===== src/logic/system_output_voltage_control_defines.svh =====
// constants for the system output voltage control register
// Functional notes
// - bit 7 high enables the switcher; low disables it and pulls the rail low
// - bits 6:5 select range: 01 gives 1.3-2.8 V, 11 gives 1.8-3.3 V, 10 forbidden
// - bits 4:1 are a binary code weighing 800, 400, 200, 100 mV in ranges 01 and 11
// - range 01 target is 1.30 V plus 100 mV per code step
// - range 11 target is 1.8 V at code 0 up to 3.3 V at code 15
// - range 00 is the low range from a fixed table, 1.1 V and 1.2 V first
// - reset value is 1010 1010, enabled, range 01, code 0101, 1.8 V
`ifndef SYSTEM_OUTPUT_VOLTAGE_CONTROL_DEFINES_SVH
`define SYSTEM_OUTPUT_VOLTAGE_CONTROL_DEFINES_SVH
`define SVO_OFFSET      8'h06
`define SVO_RESET       8'hAA
`define SVO_EN_BIT      7
`define SVO_SEL_HI      6
`define SVO_SEL_LO      5
`define SVO_CODE_HI     4
`define SVO_CODE_LO     1
`define SVO_WMASK       8'hFE
`define SVO_MV_STEP     16'h0064
`define SVO_MV_R01_BASE 16'h0514
`define SVO_MV_R11_BASE 16'h0708
`endif


===== src/logic/system_output_voltage_control_pkg.sv =====
// types for the system output voltage control register
`default_nettype none
package system_output_voltage_control_pkg;
   typedef enum logic [1:0] {
      RANGE_LOW  = 2'h0,
      RANGE_MID  = 2'h1,
      RANGE_BAD  = 2'h2,
      RANGE_HIGH = 2'h3
   } output_range_t;
endpackage
`default_nettype wire


===== src/logic/system_output_voltage_control.sv =====
// system output voltage control register and target decoder
`timescale 1ns/1ps
`default_nettype none
`include "system_output_voltage_control_defines.svh"
module system_output_voltage_control (
   input  wire logic        core_clk,
   input  wire logic        resetn,
   input  wire logic        wr_en,
   input  wire logic        rd_en,
   input  wire logic [7:0]  addr,
   input  wire logic [7:0]  wdata,
   output var  logic [7:0]  rdata,
   output var  logic        rd_valid,
   output var  logic        regulator_output_enable,
   output var  logic        switcher_output_pulldown,
   output var  logic [1:0]  output_range_select,
   output var  logic [3:0]  output_voltage_code,
   output var  logic [15:0] target_mv,
   output var  logic        range_invalid
);
   // ==========================================
   // register
   logic [7:0]  ctrl_reg;
   logic [7:0]  ctrl_next;
   logic        hit;
   logic [15:0] target_next;
   logic [3:0]  code;
   assign hit  = (addr == `SVO_OFFSET);
   assign code = ctrl_next[`SVO_CODE_HI:`SVO_CODE_LO];
   always_comb begin
      ctrl_next = ctrl_reg;
      if (wr_en && hit) begin
         ctrl_next = wdata & `SVO_WMASK;
      end
   end
   always_ff @(posedge core_clk or negedge resetn) begin
      if (!resetn) begin
         ctrl_reg <= `SVO_RESET;
      end else begin
         ctrl_reg <= ctrl_next;
      end
   end
   // ==========================================
   // read port
   always_ff @(posedge core_clk or negedge resetn) begin
      if (!resetn) begin
         rdata    <= 8'h00;
         rd_valid <= 1'b0;
      end else begin
         rd_valid <= rd_en;
         if (rd_en) begin
            rdata <= hit ? (ctrl_reg & `SVO_WMASK) : 8'h00;
         end
      end
   end
   // ==========================================
   // target decode
   function automatic logic [15:0] low_table(input logic [3:0] c);
      logic [15:0] v;
      v = 16'h0000;
      unique case (c)
         4'h0: v = 16'h044C;
         4'h1: v = 16'h04B0;
         4'h2: v = 16'h04E2;
         4'h3: v = 16'h0535;
         4'h4: v = 16'h0589;
         4'h5: v = 16'h05DC;
         4'h6: v = 16'h062F;
         4'h7: v = 16'h0683;
         4'h8: v = 16'h06D6;
         4'h9: v = 16'h0729;
         4'hA: v = 16'h077D;
         4'hB: v = 16'h07D0;
         4'hC: v = 16'h0823;
         4'hD: v = 16'h0877;
         4'hE: v = 16'h08CA;
         4'hF: v = 16'h091D;
      endcase
      return v;
   endfunction
   always_comb begin
      target_next = 16'h0000;
      unique case (system_output_voltage_control_pkg::output_range_t'(ctrl_next[`SVO_SEL_HI:`SVO_SEL_LO]))
         system_output_voltage_control_pkg::RANGE_LOW:  target_next = low_table(code);
         system_output_voltage_control_pkg::RANGE_MID:  target_next = `SVO_MV_R01_BASE
                                    + 16'({12'h000, code} * `SVO_MV_STEP);
         system_output_voltage_control_pkg::RANGE_HIGH: target_next = `SVO_MV_R11_BASE
                                    + 16'({12'h000, code} * `SVO_MV_STEP);
         system_output_voltage_control_pkg::RANGE_BAD:  target_next = 16'h0000;
      endcase
   end
   always_ff @(posedge core_clk or negedge resetn) begin
      if (!resetn) begin
         regulator_output_enable  <= 1'b1;
         switcher_output_pulldown <= 1'b0;
         output_range_select      <= 2'h1;
         output_voltage_code      <= 4'h5;
         target_mv                <= `SVO_MV_R11_BASE;
         range_invalid            <= 1'b0;
      end else begin
         regulator_output_enable  <= ctrl_next[`SVO_EN_BIT];
         switcher_output_pulldown <= !ctrl_next[`SVO_EN_BIT];
         output_range_select      <= ctrl_next[`SVO_SEL_HI:`SVO_SEL_LO];
         output_voltage_code      <= code;
         target_mv                <= target_next;
         range_invalid            <= (ctrl_next[`SVO_SEL_HI:`SVO_SEL_LO] == 2'h2);
      end
   end
endmodule // system_output_voltage_control
`default_nettype wire


===== config.mk =====
export PLATFORM = sky130hd
export DESIGN_NAME = system_output_voltage_control
export DESIGN_NICKNAME = d
export VERILOG_FILES = /design/src/logic/system_output_voltage_control_pkg.sv /design/src/logic/system_output_voltage_control.sv
export VERILOG_INCLUDE_DIRS = /design/src /design/src/logic
export SDC_FILE = /design/constraint.sdc
export NUM_CORES = 1
export LEC_CHECK = 0
export ABC_AREA = 1
export BUFFER_PORTS_ARGS = -buffer_cell sky130_fd_sc_hd__buf_2
export CAP_MARGIN = 10
export CORE_MARGIN = 3
export CORE_UTILIZATION = 40
export CTS_CLUSTER_DIAMETER = 200
export DETAILED_ROUTE_END_ITERATION = 8
export SYNTH_ARGS = -nofsm -noshare
export SYNTH_HDL_FRONTEND = slang
export SYNTH_SLANG_ARGS = --single-unit
export TNS_END_PERCENT = 5

===== constraint.sdc =====
create_clock -name core_clk -period 3.92 [get_ports core_clk]
set_clock_uncertainty 0.15 [all_clocks]
set_input_delay 0.392 -clock core_clk [delete_from_list [all_inputs] [get_ports core_clk]]
set_output_delay 0.392 -clock core_clk [all_outputs]
set_load 0.02 [all_outputs]

After elaboration in Yosys (flattened, before gate mapping)
Memories as Yosys holds them, arrays and structs flattened.
Cells that the tools add are included.

storage, ports and cells
  input bits = 20
  memory bits (read-only) = 192
  output and inout port bits = 34
  logic and storage cells = 23
  register bits = 41
  memories = 1

memories
  name              words  width  read ports  clocked after memory_dff  wr ports  RTL line                             RTL
  (name not given)  16     12     1           0                         0         system_output_voltage_control.sv:61  unique case (c)

operators by class
  equality and inequality tests = 4
  multiply operators = 1
  reduce and logical (&&, ||, !) cells = 3
  multiplexer cells = 3
  $add $sub $neg = 2

operators with widths
  cell                                                                    number
  16-bit one-hot mux with 4 select lines                                  1
  11-bit by 11-bit adder with 12-bit output (first input constant)        2
  8-bit 2-to-1 mux                                                        2
  4-bit by 5-bit multiplier with 9-bit output (second input constant)     1
  8-bit by 3-bit equality test with 1-bit output (second input constant)  1
  2-bit equality test (second input constant)                             2
  2-bit by 1-bit equality test with 1-bit output (second input constant)  1
  2-bit zero test                                                         1
  1-bit logical AND                                                       1
  1-bit zero test                                                         1

Logic depth before layout (Yosys ltp)
  depth in word-level cells = 6
  mapped depth = 22
  mapped depth without buffers = 22

Worst setup path after synthesis
OpenSTA, ideal clock, no wires.

  path type = in2reg
  start = input port addr[0]
  end = register target_mv[11]
  data required time = 3.644 ns
  stages = 19
  path buffers = 0
  library setup time = 0.126 ns
  slack = 0.838 ns
  arrival time = 2.806 ns
  cell sequence = inv_1 -> nand2_1 -> nor2_1 -> nand3_1 -> nand2_1 -> nand2_1 -> ha_1 -> inv_1 -> ha_1 -> inv_1 -> fa_1 -> inv_1 -> nand3_1 -> nand2_1 -> inv_1 -> nor2_2 -> nand2_1 -> o21ai_0 -> nand3_1

between the ends
  word-level cells in the longest chain between the ends = 6
  elaborated cells between the ends (all ways) = 12
  those cells by class = 2 x add/sub; 1 x mul; 4 x eq/ne; 2 x mux; 2 x reduce/logical; 1 x memory

RTL lines
  what                                                          RTL line                              RTL
  start, declared                                               system_output_voltage_control.sv:10   input wire logic [7:0] addr,
  8-bit by 3-bit equality test with 1-bit output (no line) (*)  --
  1-bit logical AND (*)                                         system_output_voltage_control.sv:32   if (wr_en && hit) begin
  8-bit 2-to-1 mux (*)                                          system_output_voltage_control.sv:32
  named net ctrl_next[2]                                        system_output_voltage_control.sv:24   logic [7:0] ctrl_next;
  4-bit by 5-bit multiplier with 9-bit output (no line)         --
  11-bit by 11-bit adder with 12-bit output (no line)           --
  16-bit one-hot mux with 4 select lines (*)                    system_output_voltage_control.sv:83   unique case (system_output_voltage_control_pkg::output_range_t'(ctrl_next[`SVO_SEL_HI:`SVO_SEL_LO]))
  named net target_next[11]                                     system_output_voltage_control.sv:26   logic [15:0] target_next;
  end signal, assigned                                          system_output_voltage_control.sv:98   target_mv <= `SVO_MV_R11_BASE;
  end signal, assigned                                          system_output_voltage_control.sv:105  target_mv <= target_next;
  end, declared                                                 system_output_voltage_control.sv:18   output var logic [15:0] target_mv,

The timed path passes the listed nets; every way through them passes the cells marked *. The select of a mux whose other input is x is not followed.
A chain may end at the register's enable or synchronous reset.

Worst setup path in the final report
  start = input port addr[0]
  end = register target_mv[9]

The elaborated chain is that of the path after synthesis.

==> impl_metrics.tcl <==
set metrics [dict create \
    worst_slew_pin_slew_ns 0.6424 \
    yosysSeqAreaShare 0.3194 \
    antenna_cells 0 \
    wl_um 5544 \
    cp_num_buf_inv 4 \
    post-place-ws_ns 0.2869 \
    largest_register_ffs 12 \
    gr-total-overflow 0 \
    crit_path_top_delay_cell "fa_1" \
    die-area_um2 6705 \
    largest_register "target_mv" \
    antenna_found_initial 0 \
    required_ns 3.99 \
    synth_edf_count 0 \
    antenna_left 0 \
    internal_power_w 0.0005809 \
    routed_via_density 4.888 \
    coreArea_um2 5540 \
    crit_chain "buf_2, inv_1, nand2_1, nor2_1, nand3_4, o21ai_2, inv_2, ha_1, ha_1, inv_1, fa_1, o31ai_1, nor2_1, nor2_1, nand2_1, nand3_1" \
    start_util 0.4158 \
    syn2layout_area_growth_pct 16.78 \
    hold_depth 3 \
    io_pins 54 \
    cts_tree "built" \
    grt_pass1_wl_um 9308 \
    htree_levels 2 \
    grt_pass1_vias 1970 \
    drv_cap 0 \
    grt_max_degree 30 \
    ir_worst_vdd_uv 152.4 \
    p_leak_nw 1.429 \
    switchingPower_w 0.0003203 \
    syn_inst 314 \
    first_pass_iters 5 \
    cts_resized 0 \
    die_width_um 81.89 \
    setup_tns_ns 0 \
    netlist_area_um2 2303 \
    crit_arrival_ns 3.40 \
    synth_top_cell_by_area "dfrtp_1" \
    cts_root_buf "clkbuf_8" \
    crit_fanout 14 \
    cts.path.max_buffers 2 \
    synth_top_cells_by_area "dfrtp_1, nand2_1, nand3_1" \
    layout.nets 403 \
    swShare 0.3554 \
    setup-violations-final 0 \
    rsz0062_at_grt "false" \
    drtIter0Drc 114 \
    min_period_over_period 0.8486 \
    clkSinkCount 29 \
    numCtsBuffers 5 \
    dp_hpwl_um 4259 \
    ctsHoldBuffers 1 \
    sequentialPowerShare 0.380 \
    hold_class "in -> reg" \
    cts.clk_slew.worst_paths_ns 0.06 \
    p_per_area_nw_per_um2 335.0 \
    reg2reg_depth 16 \
    synth_top_cell_area_share 0.2281 \
    synth_area_per_cell_um2 7.336 \
    hold_viol 0 \
    yosys-top-cells-count "nand2_1, nand3_1, inv_1, dfrtp_1, ha_1" \
    fin_crit_ns 3.327 \
    critPathMaxStageDelay_ns 0.52 \
    cp_top_family "adder cells" \
    max_freq_mhz 300.6 \
    synth.distinct_cells 35 \
    ys_warn_count 0 \
    synthFlopType "dfrtp_1" \
    reg_top3 "target_mv: 12 flops, rdata: 7 flops" \
    drive_gt1_frac 0.2752 \
    grt_usage 0.1812 \
    synth_most_common_cell "nand2_1" \
    critPathCaptureType "flip-flop" \
    rows 27 \
    finalWorstSetupSlack_ns 0.5933 \
    p_clk_frac 0.301 \
    vias 2146 \
    critPathKind "in -> reg" \
    cts_setup_buffers 0 \
    fp.dieH_um 81.89 \
    outcome "completed" \
    post_drt_wl_per_cell_um 12.63 \
    async_reset_ff_frac 1.000 \
    gp_congestion 0.8365 \
    pwr-share-comb 0.318 \
    cpMostUsedCell "nor2_1" \
    synth-seq-cells 29 \
    cp-start-kind "input port" \
    slew_violations 0 \
    finalPower_w 0.0009012 \
    port_buffers 47 \
    clock_latency_ns 0.29 \
    slew_headroom 0.5717 \
    cp.depth 16 \
    drcViolationCount 0 \
]
## logic make-up (layout without fill, tap and decap cells)
logic type,Yosys count,in the layout,synth area share
AOI/OAI and AO/OA,30,30,0.07441
xor gates and xnor gates,1,1,0.003803
adders and majority gates,17,17,0.09560
buffers and inverters,62,111,0.1217
DFF,29,29,0.3194
other,1,5,0.001628
and+or+nand+nor,174,174,0.3835
## cell type report
type / count / area (um^2)
fill: 560 / 2850
tap: 72 / 90.09
clock inverter: 1 / 5.005
sequential: 29 / 735.7
inverter: 53 / 200.2
multi-input combinational: 227 / 1303
timing repair buffer: 50 / 260.3
clock buffer: 7 / 96.34
## routing by layer
metal,GRT usage,part of all wire,vias up
li1,-,-,1092
met1,0.2508,0.47,993
met2,0.2795,0.46,53
met3,0.03399,0.047,8
met4,0.06645,0.018,0
met5,0,0,-
## worst register-to-register path: stages (launching register included)
cell	delay, ns
dfstp_2	0.56
inv_1	0.04
nand2_1	0.07
nand2_1	0.19
ha_1	0.41
inv_1	0.12
ha_1	0.20
inv_1	0.07
fa_1	0.42
inv_1	0.07
nand3_1	0.10
nand2_1	0.15
inv_1	0.11
nor2_2	0.17
nand2_1	0.07
o21ai_0	0.20
nand3_1	0.10
## placed cells by master (no fill, tap or decap), types with 7 or more instances in the layout
master / count
inv_2: 7
dfrtp_1: 21
ha_1: 16
nor2_1: 14
inv_1: 45
nand2_2: 7
nor2_2: 9
clkbuf_8: 7
dfstp_2: 8
buf_2: 47
o21ai_0: 13
nand2_1: 80
nand3_1: 49
## through the flow
stage	instance area, um^2	util	instances	hold slack, ns
after CTS	2690	0.4855	439	0.1751
after floorplan	2318	-	318	-0.05359
after detailed placement	2579	0.4654	430	0.3031
after global routing	2690	0.4855	439	0.1948
after global placement	2579	0.4654	430	0.2976
final	2690	0.4855	439	0.1729
## final timing paths
kind,slack (ns),end,start
worst min register to register,0.36,ctrl_reg[7]$_DFF_PN1_,ctrl_reg[7]$_DFF_PN1_
worst max-delay path,0.59,target_mv[9]$_DFF_PN1_,addr[0]
min in group asynchronous,0.53,ctrl_reg[4]$_DFF_PN0_,resetn
worst max register to register,0.63,target_mv[11]$_DFF_PN0_,output_voltage_code[0]$_DFF_PN1_
max in group asynchronous,2.67,target_mv[0]$_DFF_PN0_,resetn
worst min-delay path,0.17,ctrl_reg[7]$_DFF_PN1_,wdata[7]
## power by group through the flow
stage               clock network, W  logic (W)  registers, W
finish                      0.000272   0.000287      0.000343
global route                0.000293   0.000327      0.000346
CTS                         0.000278   0.000287      0.000344
detailed placement                 0   0.000284      0.000348
global placement                   0   0.000282      0.000347
floorplan                          0   0.000168      0.000385
Note: power is estimated with default switching activity, not from simulation.
